**config.mk**
```make
export PLATFORM = sky130hd
export DESIGN_NAME = ppc_port_cfg
export DESIGN_NICKNAME = d
export VERILOG_FILES = /design/src/pkg/ppc_pkg.sv /design/src/core/ppc_port_cfg.sv
export VERILOG_INCLUDE_DIRS = /design/src /design/src/pkg
export SDC_FILE = /design/constraint.sdc
export NUM_CORES = 1
export LEC_CHECK = 0
export BUFFER_PORTS_ARGS = -buffer_cell sky130_fd_sc_hd__buf_2
export CORE_MARGIN = 2
export CORE_UTILIZATION = 54
export DETAILED_ROUTE_END_ITERATION = 7
export MAX_ROUTING_LAYER = met4
export PLACE_DENSITY = 0.85
export RECOVER_POWER = 25
export SLEW_MARGIN = 20
export SYNTH_ARGS = -nofsm -noshare
export SYNTH_HDL_FRONTEND = slang
export SYNTH_SLANG_ARGS = --single-unit
export TNS_END_PERCENT = 30
```
**constraint.sdc**
```tcl
create_clock -name core_clk -period 2.1 [get_ports core_clk]
set_input_delay 0.21 -clock core_clk [delete_from_list [all_inputs] [get_ports core_clk]]
set_output_delay 0.21 -clock core_clk [all_outputs]
set_load 0.01 [all_outputs]
```
**src/pkg/ppc_map.svh**
```systemverilog
`ifndef PPC_MAP_SVH
`define PPC_MAP_SVH
// Offsets inside the I/O register space.
`define PPC_OFS_DIN_A    8'h00
`define PPC_OFS_DIN_B    8'h01
`define PPC_OFS_MODE_A   8'h02
`define PPC_OFS_MODE_B   8'h03
`define PPC_OFS_DOUT_A   8'h04
`define PPC_OFS_DOUT_B   8'h05
`define PPC_OFS_DIR_A    8'h06
`define PPC_OFS_DIR_B    8'h07
`define PPC_OFS_DRV_A    8'h08
`define PPC_OFS_DRV_B    8'h09
`define PPC_OFS_OEN_A    8'h0c
`define PPC_OFS_OEN_B    8'h0d
`define PPC_OFS_DIN_C    8'h10
`define PPC_OFS_DIN_D    8'h11
`define PPC_OFS_DOUT_C   8'h12
`define PPC_OFS_DOUT_D   8'h13
`define PPC_OFS_DIR_C    8'h14
`define PPC_OFS_DIR_D    8'h15
`define PPC_OFS_DRV_C    8'h16
`define PPC_OFS_DRV_D    8'h17
`define PPC_OFS_OEN_C    8'h1a
`define PPC_OFS_OEN_D    8'h1b
// Reset value of every configuration register.
`define PPC_RST_VAL      8'h00
// Field positions.
`define PPC_SLEW_MSB     3
`define PPC_OD_LSB       4
`define PPC_D_PIN_MASK   8'h06
// Port C pins given over to the serial programming interface.
`define PPC_C_PROG_MASK  8'h63
`endif

```
**src/pkg/ppc_pkg.sv**
```systemverilog
package ppc_pkg;
   typedef struct packed {
      logic       wr;
      logic       rd;
      logic [7:0] addr;
      logic [7:0] wdata;
   } ppc_bus_t;
   typedef struct packed {
      logic [7:0] out;
      logic [7:0] oe;
      logic [7:0] od;
      logic [7:0] fast;
   } ppc_pin_t;
endpackage

```
**src/core/ppc_port_cfg.sv**
```systemverilog
`timescale 1ns/1ps
`include "ppc_map.svh"
module ppc_port_cfg (
   input  wire logic             core_clk,
   input  wire logic             rst_b,
   input  wire ppc_pkg::ppc_bus_t bus,
   output logic [7:0]            rdata,
   input  wire logic [15:0]      latched_addr,
   input  wire logic [7:0]       output_cell_bank_first,
   input  wire logic [7:0]       output_cell_bank_second,
   input  wire logic [7:0]       first_bank_to_b,
   input  wire logic [7:0]       second_bank_to_c,
   input  wire logic [7:0]       cell_sel_a,
   input  wire logic [7:0]       cell_sel_b,
   input  wire logic [7:0]       cell_sel_c,
   input  wire logic [7:0]       array_oe_a,
   input  wire logic [7:0]       array_oe_b,
   input  wire logic [7:0]       array_oe_c,
   input  wire logic [7:0]       pin_in_a,
   input  wire logic [7:0]       pin_in_b,
   input  wire logic [7:0]       pin_in_c,
   input  wire logic [7:0]       pin_in_d,
   output ppc_pkg::ppc_pin_t     port_a,
   output ppc_pkg::ppc_pin_t     port_b,
   output ppc_pkg::ppc_pin_t     port_c,
   output ppc_pkg::ppc_pin_t     port_d
);
   logic [7:0] port_mode_select [2];
   logic [7:0] pin_direction    [4];
   logic [7:0] pin_drive_select [4];
   logic [7:0] data_out         [4];
   logic [7:0] pin_s1 [4];
   logic [7:0] pin_s2 [4];
   logic [7:0] pin_s3 [4];
   logic [7:0] data_in [4];
   logic [7:0] pin_raw [4];
   logic [7:0] arr_oe [4];
   logic [7:0] cell_val [4];
   logic [7:0] cell_sel [4];
   logic [7:0] next_out [4];
   logic [7:0] next_oe [4];
   logic [7:0] next_od [4];
   logic [7:0] next_fast [4];
   logic [7:0] mask [4];

   assign pin_raw[0] = pin_in_a;
   assign pin_raw[1] = pin_in_b;
   assign pin_raw[2] = pin_in_c;
   assign pin_raw[3] = pin_in_d;
   assign arr_oe[0] = array_oe_a;
   assign arr_oe[1] = array_oe_b;
   assign arr_oe[2] = array_oe_c;
   assign arr_oe[3] = 8'h00;
   assign cell_sel[0] = cell_sel_a;
   assign cell_sel[1] = cell_sel_b;
   assign cell_sel[2] = cell_sel_c;
   assign cell_sel[3] = 8'h00;
   // A cell bank reaches a port only where its routing bit points there.
   assign cell_val[0] = output_cell_bank_first & ~first_bank_to_b;
   assign cell_val[1] = (output_cell_bank_first & first_bank_to_b)
                      | (output_cell_bank_second & ~second_bank_to_c);
   assign cell_val[2] = output_cell_bank_second & second_bank_to_c;
   assign cell_val[3] = 8'h00;
   assign mask[0] = 8'hff;
   assign mask[1] = 8'hff;
   assign mask[2] = ~`PPC_C_PROG_MASK;
   assign mask[3] = `PPC_D_PIN_MASK;

   // Register write decode, per port.
   function automatic logic hit(input logic [7:0] a, input logic [7:0] ofs);
      hit = (a == ofs);
   endfunction

   // Pin inputs pass three flops; a level counts once stages two and three agree.
   // The third flop costs a cycle of latency but keeps a one-cycle glitch out of reads.
   always_ff @(posedge core_clk or negedge rst_b) begin
      if (!rst_b) begin
         for (int p = 0; p < 4; p++) begin
            pin_s1[p]  <= 8'h00;
            pin_s2[p]  <= 8'h00;
            pin_s3[p]  <= 8'h00;
            data_in[p] <= 8'h00;
         end
      end else begin
         for (int p = 0; p < 4; p++) begin
            pin_s1[p] <= pin_raw[p];
            pin_s2[p] <= pin_s1[p];
            pin_s3[p] <= pin_s2[p];
            for (int b = 0; b < 8; b++) begin
               if (pin_s2[p][b] == pin_s3[p][b]) begin
                  data_in[p][b] <= pin_s3[p][b];
               end
            end
         end
      end
   end

   // Mode select exists for ports A and B only.
   // Ports C and D have no mode register, so writes to such offsets are dropped.
   always_ff @(posedge core_clk or negedge rst_b) begin
      if (!rst_b) begin
         port_mode_select[0] <= `PPC_RST_VAL;
         port_mode_select[1] <= `PPC_RST_VAL;
      end else if (bus.wr) begin
         if (hit(bus.addr, `PPC_OFS_MODE_A)) begin
            port_mode_select[0] <= bus.wdata;
         end
         if (hit(bus.addr, `PPC_OFS_MODE_B)) begin
            port_mode_select[1] <= bus.wdata;
         end
      end
   end

   // Direction, drive select and data out for all four ports.
   always_ff @(posedge core_clk or negedge rst_b) begin
      if (!rst_b) begin
         for (int p = 0; p < 4; p++) begin
            pin_direction[p]    <= `PPC_RST_VAL;
            pin_drive_select[p] <= `PPC_RST_VAL;
            data_out[p]         <= `PPC_RST_VAL;
         end
      end else if (bus.wr) begin
         unique case (bus.addr)
            `PPC_OFS_DIR_A: begin
               pin_direction[0] <= bus.wdata;
            end
            `PPC_OFS_DIR_B: begin
               pin_direction[1] <= bus.wdata;
            end
            `PPC_OFS_DIR_C: begin
               pin_direction[2] <= bus.wdata;
            end
            `PPC_OFS_DIR_D: begin
               pin_direction[3] <= bus.wdata;
            end
            `PPC_OFS_DRV_A: begin
               pin_drive_select[0] <= bus.wdata;
            end
            `PPC_OFS_DRV_B: begin
               pin_drive_select[1] <= bus.wdata;
            end
            `PPC_OFS_DRV_C: begin
               pin_drive_select[2] <= bus.wdata;
            end
            `PPC_OFS_DRV_D: begin
               pin_drive_select[3] <= bus.wdata;
            end
            `PPC_OFS_DOUT_A: begin
               data_out[0] <= bus.wdata;
            end
            `PPC_OFS_DOUT_B: begin
               data_out[1] <= bus.wdata;
            end
            `PPC_OFS_DOUT_C: begin
               data_out[2] <= bus.wdata;
            end
            `PPC_OFS_DOUT_D: begin
               data_out[3] <= bus.wdata;
            end
            default: ;
         endcase
      end
   end

   // Per-pin driver logic; every bit looks only at its own pin.
   // Address mode is applied after cell selection, so it always wins.
   always_comb begin
      for (int p = 0; p < 4; p++) begin
         for (int b = 0; b < 8; b++) begin
            next_out[p][b] = cell_sel[p][b] ? cell_val[p][b] : data_out[p][b];
            if (p < 2 && port_mode_select[p][b]) begin
               next_out[p][b] = latched_addr[p*8+b];
            end
            next_oe[p][b] = mask[p][b] & (arr_oe[p][b] | pin_direction[p][b]);
            next_od[p][b] = 1'b0;
            next_fast[p][b] = 1'b0;
         end
         if (p < 2) begin
            next_fast[p][`PPC_SLEW_MSB:0] = pin_drive_select[p][`PPC_SLEW_MSB:0];
            next_od[p][7:`PPC_OD_LSB] = pin_drive_select[p][7:`PPC_OD_LSB];
         end else if (p == 2) begin
            next_od[p] = pin_drive_select[p] & mask[p];
         end else begin
            next_fast[p] = pin_drive_select[p] & mask[p];
         end
      end
   end

   // Pin controls are registered so every output comes from a flop.
   always_ff @(posedge core_clk or negedge rst_b) begin
      if (!rst_b) begin
         port_a <= '0;
         port_b <= '0;
         port_c <= '0;
         port_d <= '0;
      end else begin
         port_a <= '{out: next_out[0], oe: next_oe[0], od: next_od[0], fast: next_fast[0]};
         port_b <= '{out: next_out[1], oe: next_oe[1], od: next_od[1], fast: next_fast[1]};
         port_c <= '{out: next_out[2], oe: next_oe[2], od: next_od[2], fast: next_fast[2]};
         port_d <= '{out: next_out[3], oe: next_oe[3], od: next_od[3], fast: next_fast[3]};
      end
   end

   // Read data is registered: it appears the cycle after the read strobe.
   // Enable-out reads return the registered enable, one cycle behind its inputs.
   always_ff @(posedge core_clk or negedge rst_b) begin
      if (!rst_b) begin
         rdata <= 8'h00;
      end else if (bus.rd) begin
         unique case (bus.addr)
            `PPC_OFS_DIN_A: begin
               rdata <= data_in[0];
            end
            `PPC_OFS_DIN_B: begin
               rdata <= data_in[1];
            end
            `PPC_OFS_DIN_C: begin
               rdata <= data_in[2];
            end
            `PPC_OFS_DIN_D: begin
               rdata <= data_in[3];
            end
            `PPC_OFS_MODE_A: begin
               rdata <= port_mode_select[0];
            end
            `PPC_OFS_MODE_B: begin
               rdata <= port_mode_select[1];
            end
            `PPC_OFS_DOUT_A: begin
               rdata <= data_out[0];
            end
            `PPC_OFS_DOUT_B: begin
               rdata <= data_out[1];
            end
            `PPC_OFS_DOUT_C: begin
               rdata <= data_out[2];
            end
            `PPC_OFS_DOUT_D: begin
               rdata <= data_out[3];
            end
            `PPC_OFS_DIR_A: begin
               rdata <= pin_direction[0];
            end
            `PPC_OFS_DIR_B: begin
               rdata <= pin_direction[1];
            end
            `PPC_OFS_DIR_C: begin
               rdata <= pin_direction[2];
            end
            `PPC_OFS_DIR_D: begin
               rdata <= pin_direction[3];
            end
            `PPC_OFS_DRV_A: begin
               rdata <= pin_drive_select[0];
            end
            `PPC_OFS_DRV_B: begin
               rdata <= pin_drive_select[1];
            end
            `PPC_OFS_DRV_C: begin
               rdata <= pin_drive_select[2];
            end
            `PPC_OFS_DRV_D: begin
               rdata <= pin_drive_select[3];
            end
            `PPC_OFS_OEN_A: begin
               rdata <= port_a.oe;
            end
            `PPC_OFS_OEN_B: begin
               rdata <= port_b.oe;
            end
            `PPC_OFS_OEN_C: begin
               rdata <= port_c.oe;
            end
            `PPC_OFS_OEN_D: begin
               rdata <= port_d.oe;
            end
            default:         rdata <= 8'h00;
         endcase
      end
   end
endmodule

```
Word level (Yosys, flattened, before mapping)
Cells that the tools add are included. Widths: inputs -> output; s select.

Logic and storage cells: 209. Bits of input ports: 148. Output and inout bits: 136. Register bits after elaboration: 324.

Mux-type cells: 41. Reduce and logical (&&, ||, !) cells: 15. Bitwise gates (word level): 27. Equality and inequality tests: 53.

Operators with widths (count): $pmux 8 s22 (1); $eq 8x5->1 const B (10); $mux 1 (40); $and 8x8->8 (4); $eq 1x1->1 (32); $eq 8x3->1 const B (4); $eq 8x4->1 const B (4); $reduce_and 2->1 (14); $or 1x1->1 (20); $eq 8x2->1 const B (2); $not 8->8 (2); $eq 8x1->1 const B (1); $logic_not 8->1 (1); $or 8x8->8 (1).

Depth between registers and ports, before layout
Gate-level depths: netlist (run 1).

Word-level depth: 5. Mapped depth: 8. Gate-level depth less buffers: 6.

Worst setup path after synthesis (run 1)
No wires, ideal clock.

Path kind: input -> register. From: in bus[14] (netlist bit). To: reg pin_direction (netlist bit next_oe[1]). Library setup time: 0.125 ns. Setup slack: 0.204 ns. Cell stages on the path: 5. Required time: 1.975 ns. Data arrival time: 1.772 ns. Path buffers: 1. Cell sequence: buf_4 -> nor4b_1 -> nand2_1 -> nor2_2 -> mux2_2.

Word-level cells in the longest chain between the ends: 2.

Ends and longest elaborated chain: from (decl) (line ppc_port_cfg.sv:6) `input wire ppc_pkg::ppc_bus_t bus,`; $eq 8x5->1 (line ppc_port_cfg.sv:123) `unique case (bus.addr)`; $reduce_and 2->1 (no source line); to (signal, indexed assignment) (line ppc_port_cfg.sv:118) `` pin_direction[p] <= `PPC_RST_VAL; ``; to (decl) (line ppc_port_cfg.sv:29) `logic [7:0] pin_direction [4];`.

No other way between the ends. A chain may end at the register's enable or synchronous reset.

Worst setup path after layout (run 1)
From: reg data_out[16] (netlist bit). To: reg rdata[0].

Word-level cells in the longest chain between the ends: 1.

Ends and longest elaborated chain: from (decl) (line ppc_port_cfg.sv:31) `logic [7:0] data_out [4];`; from (signal, indexed assignment) (line ppc_port_cfg.sv:120) `` data_out[p] <= `PPC_RST_VAL; ``; $pmux 8 s22 (line ppc_port_cfg.sv:210) `unique case (bus.addr)`; to (signal assigned) (line ppc_port_cfg.sv:212) `rdata <= data_in[0];`; to (signal assigned) (line ppc_port_cfg.sv:215) `rdata <= data_in[1];`; to (signal assigned) (line ppc_port_cfg.sv:218) `rdata <= data_in[2];`; to (decl) (line ppc_port_cfg.sv:7) `output logic [7:0] rdata,`.

No other way between the ends.

==> results of run 1 <==
## cell usage in the layout (no fill, tap or decap), drive strengths merged, types with 4 or more instances in the layout
master and instances:
mux2 115, o21ai 67, o211ai 6, dfrtp 324, a21oi 10, and3 6, bufinv 5, conb 52
nand2b 10, inv 10, buf 311, nand3 48, a32oi 4, nor2 26, dlygate4sd3 85, mux2i 25
nor3 9, maj3 32, o22ai 5, clkbuf 48, nor4 5, a31oi 10, a221oi 9, or2 20
a22oi 14, clkinv 8, nor2b 13, nand2 70
## state kept, by name (all words and copies together), names as in the netlist
name / flops
pin_direction: 30
next_od: 12
pin_s1: 32
port_c: 16
pin_s3: 32
port_a: 24
pin_drive_select: 10
port_mode_select: 16
rdata: 8
port_d: 12
data_in: 32
port_b: 24
next_oe: 2
data_out: 32
pin_s2: 32
next_fast: 10
## tightest hold or removal path, stage by stage
cell and delay [ns]:
buf_2 0.09, nand3_1 0.05, o21ai_0 0.06, o21ai_0 0.06
## worst paths after layout
path | start | endpoint | slack, ns | depth (start not counted)
min | cell_sel_b[6] | port_b[30]$_DFF_PN0_ | 0.02 | 4
min in group asynchronous | rst_b | pin_s1[20]$_DFF_PN0_ | 0.66 | 2
min reg2reg | pin_s1[19]$_DFF_PN0_ | pin_s2[19]$_DFF_PN0_ | 0.35 | 0
max in group asynchronous | rst_b | data_in[27]$_DFFE_PN0N_ | 0.35 | 3
max | data_out[16]$_DFFE_PN0P_ | rdata[0]$_DFFE_PN0P_ | 0.22 | 7
max reg2reg | data_out[16]$_DFFE_PN0P_ | rdata[0]$_DFFE_PN0P_ | 0.22 | 7
## power groups by stage
stage | registers [mW] | clock network [mW] | logic [mW]
3_3_place_gp | 6.91 | 0 | 1.07
4_1_cts | 6.82 | 6.46 | 1.24
2_1_floorplan | 6.89 | 0 | 0.548
5_1_grt | 6.86 | 6.75 | 1.37
3_5_place_dp | 6.93 | 0 | 1.10
6_report | 6.83 | 6.40 | 1.26
## layer usage
| metal | vias up | global-route usage, % | share of wire, % |
|---|---|---|---|
| li1 | 4144 | - | - |
| met2 | 433 | 51.24 | 49 |
| met1 | 4784 | 39.32 | 41 |
| met5 | - | - | 0 |
| met4 | 0 | 11.82 | 3.5 |
| met3 | 104 | 5.886 | 6.7 |
## final cells by class
type	instances	area [sq um]	area share, %
Sequential cell	324	8108	48.46
Inverter	10	37.54	0.2243
Tap cell	319	399.1	2.385
Antenna cell	3	7.507	0.04487
Timing Repair Buffer	398	2755	16.47
Multi-Input combinational cell	594	4213	25.18
Clock buffer	46	999.7	5.975
Clock inverter	15	212.7	1.271
## logic make-up after synthesis
family	count (synthesis)
flip-flops	324
AND/OR/NAND/NOR	224
AO/OA/AOI/OAI	146
multiplexers	140
buffers and inverters	103
adder cells (fa/ha/maj)	32
other	1
## timing repair
action	4_1_cts	5_1_grt
endpoints found under the setup margin	0	1
hold endpoints to repair	130	0
hold buffers	85	0
resized for setup	0	1
## stage by stage
stage               setup WS [ns]  utilization [%]  std cells  instance area, sq um
floorplan                  0.2035                -       1021                 12950
global placement          -0.1571            62.89       1560                 14670
detailed placement       -0.08126            62.89       1560                 14670
CTS                        0.1226            71.73       1706                 16740
global route              0.04678            71.70       1708                 16730
finish                     0.2197            71.71       1709                 16730
==> impl_metrics.toml, run 1 <==
[outcome]
status = "complete, but fails checks"
violations = "max-capacitance violations, max-slew violations"

[critical_path]
crit_top_cell = "a21oi_1"
slowest_delay_ns = 0.50
arrival_ns = 2.26
crit_chain = "mux2i_1 -> nor3_1 -> a2111oi_1 -> buf_4 -> a21oi_1 -> o31ai_1 -> a21oi_1"
critPathKind = "register to register"
crit_buf_inv = 1
critPathLaunchType = "register"
critPathCaptureType = "register"
cp_slowest_cell = "a2111oi_1"
cp_max_fo = 3
path_delay_family = "compound AO/OA/AOI/OAI gates"
crit_required_ns = 2.48

[synthesis]
synth_top_family_by_area = "multiplexers"
ys_seq_area_share_pct = 63.57
netlist_area_sq_um = 12750
synth_cell_type_count = 58
synth_compound_area_share_pct = 7.426
synth_area_per_cell_sq_um = 13.15
yosysTopAreaCellShare_pct = 63.57
synth-async-reset-ratio_pct = 100.0
synth_xor_area_share_pct = 0
syn-instance-count = 970
synth_area_leaders = "dfrtp_1 (64%), mux2_2 (10%), buf_4 (3.2%), maj3_1 (2.5%), o21ai_0 (2.5%)"
yosysMostFrequentCell = "dfrtp_1"
ys_ff_latch = 324
synth_common_cells = "dfrtp_1 (324), mux2_2 (115), nand2_1 (70), o21ai_0 (64), buf_4 (54)"
synthMuxAreaShare_pct = 12.11
yosys.area_share.simple_pct = 9.437
yosys.area_share.adder_pct = 2.511
synth_ff_type = "dfrtp_1"
synth.largest_area_cell = "dfrtp_1"
yosys_warnings = 0
synth-edff-count = 0

[timing]
finalSetupTns_ns = 0
holdWs_ns = 0.01513
setup_viol = 0
rsz0062_at_grt = "no"
hold_viol_final = 0
slew_viol_final = 64
worstMarginPinSlew_ns = 1.595
clock_skew_ns = 0.01035
max_slew_margin_pct = -6.325
timing.final.crit_period_ns = 1.880
fmax_ghz = 0.5318
period_share_pct = 89.54

[floorplanning]
die_y_microns = 157.7
initial_core_util_pct = 54.67
die_x_microns = 157.7
fp-row-count = 56
dieArea_sq_um = 24860
core_sq_um = 23330
io_pins = 284

[cts]
cts.path.max_buffers = 3
path_clk_slew_ns = 0.06
cts_tree = "yes"
clk_latency_ns = 0.51
cts.sinks = 324
postCtsSetupRepairBufs = 0
cts_root_buffer = "clkbuf_16"
htree_num_levels = 2
cts_buffers = 34

[final_layout]
fillCellCount = 1557
final_nets = 1510
drive_above_1_share_pct = 37.85
area_growth_syn_to_layout_pct = 31.19

[placed_design]
dp_hpwl_mm = 25.27
place.gp.congestion = 0.9466
port_buffers = 227

[route]
totalWireLength_mm = 37.48
vias = 9465
drt_iter0_drc = 778
vias_per_cell = 5.538
ant_nets = 0
wl_per_cell_microns = 21.93
drt_first_pass_iters = 5
drc_errors = 0

[hold_path]
hp-class = "input pin to register"

[grt]
grt_use_total_pct = 31.39
grt_pass1_wl_mm = 56.52
antenna_found_initial = 2
grt-ovfl-total = 0
grt_pass1_vias = 9995
grt_max_degree = 67

[power_and_ir_drop]
comb_power_share_pct = 8.7
power.share.switching_pct = 23.10
p_leak_nw = 8.075
total_power_mw = 14.49
clock_power_share_pct = 44.2
ir_worst_vdd_mv = 0.7419
power_density_nw_per_um2 = 866.2
switchingPower_mw = 3.348
pwr-share-seq_pct = 47.1
internal_power_mw = 11.15

[job]
cap_violations = 1
Power figures use the tool's default switching activity.
==> run 2, diff against run 1 <==
--- a/config.mk
+++ b/config.mk
@@ -7,7 +7,6 @@
 export NUM_CORES = 1
 export LEC_CHECK = 0
 export BUFFER_PORTS_ARGS = -buffer_cell sky130_fd_sc_hd__buf_2
-export CORE_MARGIN = 2
 export CORE_UTILIZATION = 54
 export DETAILED_ROUTE_END_ITERATION = 7
 export MAX_ROUTING_LAYER = met4
==> run 2 against run 1 <==
The run still ends with max-capacitance violations, max-slew violations left. Die area shrank 2.5%. Global-route usage rose by 2.6 points. Hold slack improved by 0.024 ns. Cell area up 0.51%. Worst setup slack worse by 0.015 ns. Cell count is the same. Combinational power grew 4%. Critical endpoint is now rdata[2]$_DFFE_PN0P_. Largest cell class unchanged. Largest power group unchanged.
==> impl_metrics.toml, run 2 (synthesis results as in run 1) <==
[cts]
cts_buffers = 30
cts_resized = 0
cts.path.max_buffers = 3
cts.sinks = 324
cts_root_buffer = "clkbuf_16"
cts_tree = "yes"
htree_num_levels = 1
clk_latency_ns = 0.56
path_clk_slew_ns = 0.07
postCtsSetupRepairBufs = 0
postCtsHoldBufs = 97

[route]
drt_iter0_drc = 816
vias_per_cell = 5.686
vias = 9718
drc_errors = 0
drt_first_pass_iters = 6
totalWireLength_mm = 39.18
ant_nets = 0
wl_per_cell_microns = 22.93

[critical_path]
critPathLaunchType = "register"
cp_max_fo = 3
crit_chain = "mux2_2 -> a22oi_1 -> o221ai_1 -> a311o_1 -> nor4_1 -> nor2_1"
slowest_delay_ns = 0.42
cp_slowest_cell = "dfrtp_1"
critPathKind = "register to register"
arrival_ns = 2.34
crit_required_ns = 2.54
r2r_slack_ns = 0.21
critPathCaptureType = "register"

[grt]
antenna_found_initial = 0
grt_pass1_wl_mm = 59.08
grt-ovfl-total = 0
grt_max_degree = 61
grt_use_total_pct = 34.03
grt_pass1_vias = 10180

[final_layout]
final_common_cell = "dfrtp_1"
multi_input_area_sq_um = 4212
drive_above_1_share_pct = 37.25
fillCellCount = 1450
final_cells = 1709
utilization_pct = 73.39
regArea_sq_um = 8108
area_growth_syn_to_layout_pct = 31.85
mostFrequentLayoutCells = "dfrtp_1 (324), buf_2 (222), mux2_2 (115)"
antennaDiodeCount = 0
final_nets = 1520

[floorplanning]
core_sq_um = 22920
fp-row-count = 55
initial_core_util_pct = 55.66
io_pins = 284
die_x_microns = 155.7
dieArea_sq_um = 24240
die_y_microns = 155.7

[timing]
finalSetupTns_ns = 0
clock_skew_ns = 0.01268
worstMarginPinSlew_ns = 1.654
rsz0062_at_grt = "no"
setup_slack_ns = 0.2052
period_share_pct = 90.23
holdWs_ns = 0.03923
timing.final.crit_period_ns = 1.895
hold_viol_final = 0
setup_viol = 0
slew_viol_final = 56
max_slew_margin_pct = -10.25
fmax_ghz = 0.5278

[placed_design]
dp_hpwl_mm = 25.28
place.gp.congestion = 0.9065
dp_slack_ns = -0.07056
dp.cells = 1555
port_buffers = 227

[outcome]
violations = "max-capacitance violations, max-slew violations"
status = "complete, but fails checks"

[job]
cap_violations = 1

[hold_path]
hp-class = "input pin to register"

[power_and_ir_drop]
power_density_nw_per_um2 = 864.4
ir_worst_vdd_mv = 0.8940
p_leak_nw = 8.135
-- run 2: cell types whose count changed in the layout (fill, tap and decap cells not counted), sizes merged --
cell,before,now
dlygate4sd3,85,98
bufinv,5,10
clkinvlp,2,1
diode,3,0
clkbuf,48,42
buf,311,309
-- run 2: critical path, delay by kind of cell (launching register included) --
kind            cells  cell delay [ns]
compound gates      3             0.67
mux                 1             0.31
flops               1             0.42
simple gates        2             0.37
-- run 2: per-stage QoR --
step                      power, mW  cell area (sq um)
after floorplan               7.439              12950
after global placement        7.988              14670
after detailed placement      8.042              14670
after CTS                     14.53              16820
after global routing          14.98              16820
final                         14.54              16820
-- run 2: layout make-up --
type	instances	share of cell area, %
timing repair buffer	412	17.18
multi-input combinational	594	25.04
inverter	10	0.2232
sequential	324	48.21
tap	313	2.329
clock inverter	19	2.091
clock buffer	37	4.925
-- run 2: final timing paths --
| check | from | endpoint | cells after the start |
|---|---|---|---|
| min in group asynchronous | rst_b | pin_s2[14]$_DFF_PN0_ | 2 |
| worst min register to register | pin_s1[0]$_DFF_PN0_ | pin_s2[0]$_DFF_PN0_ | 0 |
| max in group asynchronous | rst_b | data_in[26]$_DFFE_PN0N_ | 3 |
| worst max register to register | next_od[10]$_DFFE_PN0P_ | rdata[2]$_DFFE_PN0P_ | 6 |
| worst max-delay path | next_od[10]$_DFFE_PN0P_ | rdata[2]$_DFFE_PN0P_ | 6 |
| worst min-delay path | cell_sel_b[5] | port_b[29]$_DFF_PN0_ | 3 |
-- run 2: power by group --
group | switching (mW) | total [mW] | internal (mW)
Sequential | 0.245 | 6.84 | 6.60
Combinational | 0.708 | 1.31 | 0.599
Clock | 2.36 | 6.39 | 4.02
Total | 3.32 | 14.5 | 11.2
-- run 2: routing by layer --
metal  GRT usage, %  part of all wire, %
met1          42.99                   39
met2          54.99                   49
met3          5.639                  7.8
met4          14.10                  3.9
met5              -                    0
==> run 3, diff against run 2 <==
--- a/config.mk
+++ b/config.mk
@@ -10,8 +10,9 @@
 export CORE_UTILIZATION = 54
 export DETAILED_ROUTE_END_ITERATION = 7
 export MAX_ROUTING_LAYER = met4
-export PLACE_DENSITY = 0.85
+export PLACE_DENSITY_LB_ADDON = 0.12
 export RECOVER_POWER = 25
+export SETUP_SLACK_MARGIN = 0.5
 export SLEW_MARGIN = 20
 export SYNTH_ARGS = -nofsm -noshare
 export SYNTH_HDL_FRONTEND = slang
==> run 3 against run 2 <==
The flow now finishes without violations. Wire length shrank 11%. Utilization shrank 0.63 points. Sequential power hardly changed. Flip-flop and latch count stayed put. Clock-buffer cell count up 13. Clock skew up 0.0039 ns. Cell count down 1.1%. Largest cell class unchanged.
==> impl_metrics.toml, run 3 (synthesis results as in run 1) <==
[power_and_ir_drop]
power_density_nw_per_um2 = 840.9
pwr-share-seq_pct = 48.7
ir_worst_vdd_mv = 0.7603
clock_power_share_pct = 42.4
total_power_mw = 14.02
comb_power_share_pct = 8.9
power.share.switching_pct = 23.12
p_leak_nw = 8.022
switchingPower_mw = 3.241
internal_power_mw = 10.78

[final_layout]
final_nets = 1507
drive_above_1_share_pct = 38.20
mostFrequentLayoutCells = "dfrtp_1 (323), buf_2 (224), mux2_2 (114)"
final_area_sq_um = 16670
area_growth_syn_to_layout_pct = 30.71
antennaDiodeCount = 0
utilization_pct = 72.75
final_common_cell = "dfrtp_1"
fillCellCount = 1613

[placed_design]
dp_hpwl_mm = 24.33
dp_slack_ns = -0.005849
place.gp.congestion = 0.9271
port_buffers = 227
placed_cell_area_sq_um = 14620

[timing]
slew_viol_final = 0
setup_viol = 0
timing.final.crit_period_ns = 1.660
holdWs_ns = 0.01151
worstMarginPinSlew_ns = 0.5557
max_slew_margin_pct = 62.81
rsz0062_at_grt = "yes"
fmax_ghz = 0.6023
clock_skew_ns = 0.01662
hold_viol_final = 0
setup_slack_ns = 0.4398
period_share_pct = 79.06

[critical_path]
slowest_delay_ns = 0.45
critPathKind = "register to register"
critPathCaptureType = "register"
r2r_start = "data_out[16]$_DFFE_PN0P_"
crit_chain = "mux2i_1 -> nor3_1 -> a2111oi_1 -> a21oi_1 -> buf_4 -> o31ai_2 -> a21oi_1"
cp_max_fo = 2
crit_top_cell = "a21oi_1"
path_delay_family = "compound AO/OA/AOI/OAI gates"
crit_required_ns = 2.49
arrival_ns = 2.05
cp-startpoint = "data_out[16]$_DFFE_PN0P_"
cp_slowest_cell = "dfrtp_2"
crit_buf_inv = 1
critPathLaunchType = "register"

[route]
vias_per_cell = 5.358
ant_nets = 0
totalWireLength_mm = 34.87
drt_iter0_drc = 521
vias = 9055
wl_per_cell_microns = 20.63
drt_first_pass_iters = 5
drc_errors = 0

[floorplanning]
fp-row-count = 55
die_y_microns = 155.7
initial_core_util_pct = 55.66
dieArea_sq_um = 24240
core_sq_um = 22920
die_x_microns = 155.7
io_pins = 284

[grt]
grt-ovfl-total = 0
grt_pass1_wl_mm = 53.33
grt_pass1_vias = 9130
grt_max_degree = 60
antenna_found_initial = 0
grt_use_total_pct = 30.62

[job]
cap_violations = 0

[outcome]
status = "finished clean"

[cts]
cts_buffers = 35
path_clk_slew_ns = 0.06
htree_num_levels = 2
cts.path.max_buffers = 3
cts.sinks = 324
cts_root_buffer = "clkbuf_16"
cts_tree = "yes"
clk_latency_ns = 0.51

[hold_path]
min-delay-start = "cell_sel_b[5]"
hp-class = "input pin to register"
==> run 3: routing by layer <==
layer  global-route usage [%]  vias to the layer above  routed length, microns  share of wire [%]
met5                        -                        -                       0                  0
met4                    8.543                        0                     792                2.3
met3                    5.167                       67                    2302                6.6
met2                    48.00                      367                   16580                 48
met1                    41.59                     4493                   15200                 44
li1                         -                     4128                       -                  -
==> run 3: layout make-up <==
cell class | instances | area, sq um | area share, %
Clock buffer | 50 | 1055 | 6.326
Clock inverter | 5 | 58.81 | 0.3527
Inverter | 10 | 37.54 | 0.2251
Multi-Input combinational cell | 594 | 4298 | 25.78
Sequential cell | 324 | 8109 | 48.64
Tap cell | 313 | 391.6 | 2.349
Timing Repair Buffer | 394 | 2723 | 16.33
==> run 3: tightest hold or removal path: cells and delay by family <==
kind                   cells  cell delay [ns]
buffers and inverters      1             0.08
AO/OA/AOI/OAI              2             0.19
==> run 3: worst paths after layout <==
kind | end | cells past startpoint | slack, ns
setup / recovery | rdata[0]$_DFFE_PN0P_ | 7 | 0.44
hold / removal | port_b[29]$_DFF_PN0_ | 3 | 0.01
setup reg to reg | rdata[0]$_DFFE_PN0P_ | 7 | 0.44
hold reg to reg | pin_s2[26]$_DFF_PN0_ | 0 | 0.34
max in group asynchronous | port_c[25]$_DFF_PN0_ | 3 | 1.09
min in group asynchronous | data_in[4]$_DFFE_PN0N_ | 2 | 0.26
==> run 3: through the flow <==
| stage | setup TNS, ns | std cells |
|---|---|---|
| 2_1_floorplan | 0 | 1021 |
| 3_3_place_gp | 0 | 1546 |
| 3_5_place_dp | -0.005849 | 1546 |
| 4_1_cts | 0 | 1688 |
| 5_1_grt | 0 | 1690 |
| 6_report | 0 | 1690 |
==> run 3: power groups by stage <==
stage / sequential, mW / combinational (mW) / clock (mW)
2_1_floorplan: 6.89 / 0.551 / 0
4_1_cts: 6.82 / 1.24 / 6.03
3_3_place_gp: 6.92 / 1.08 / 0
5_1_grt: 6.86 / 1.37 / 6.28
3_5_place_dp: 6.93 / 1.10 / 0
6_report: 6.82 / 1.25 / 5.94
==> run 3: what timing repair did <==
action | CTS | global route
endpoints found under the setup margin | 3 | 59
resized for setup | 3 | 10
pin swaps | 3 | 5
hold buffers | 85 | 0
buffers inserted | 2 | 2
hold endpoints to repair | 128 | 0
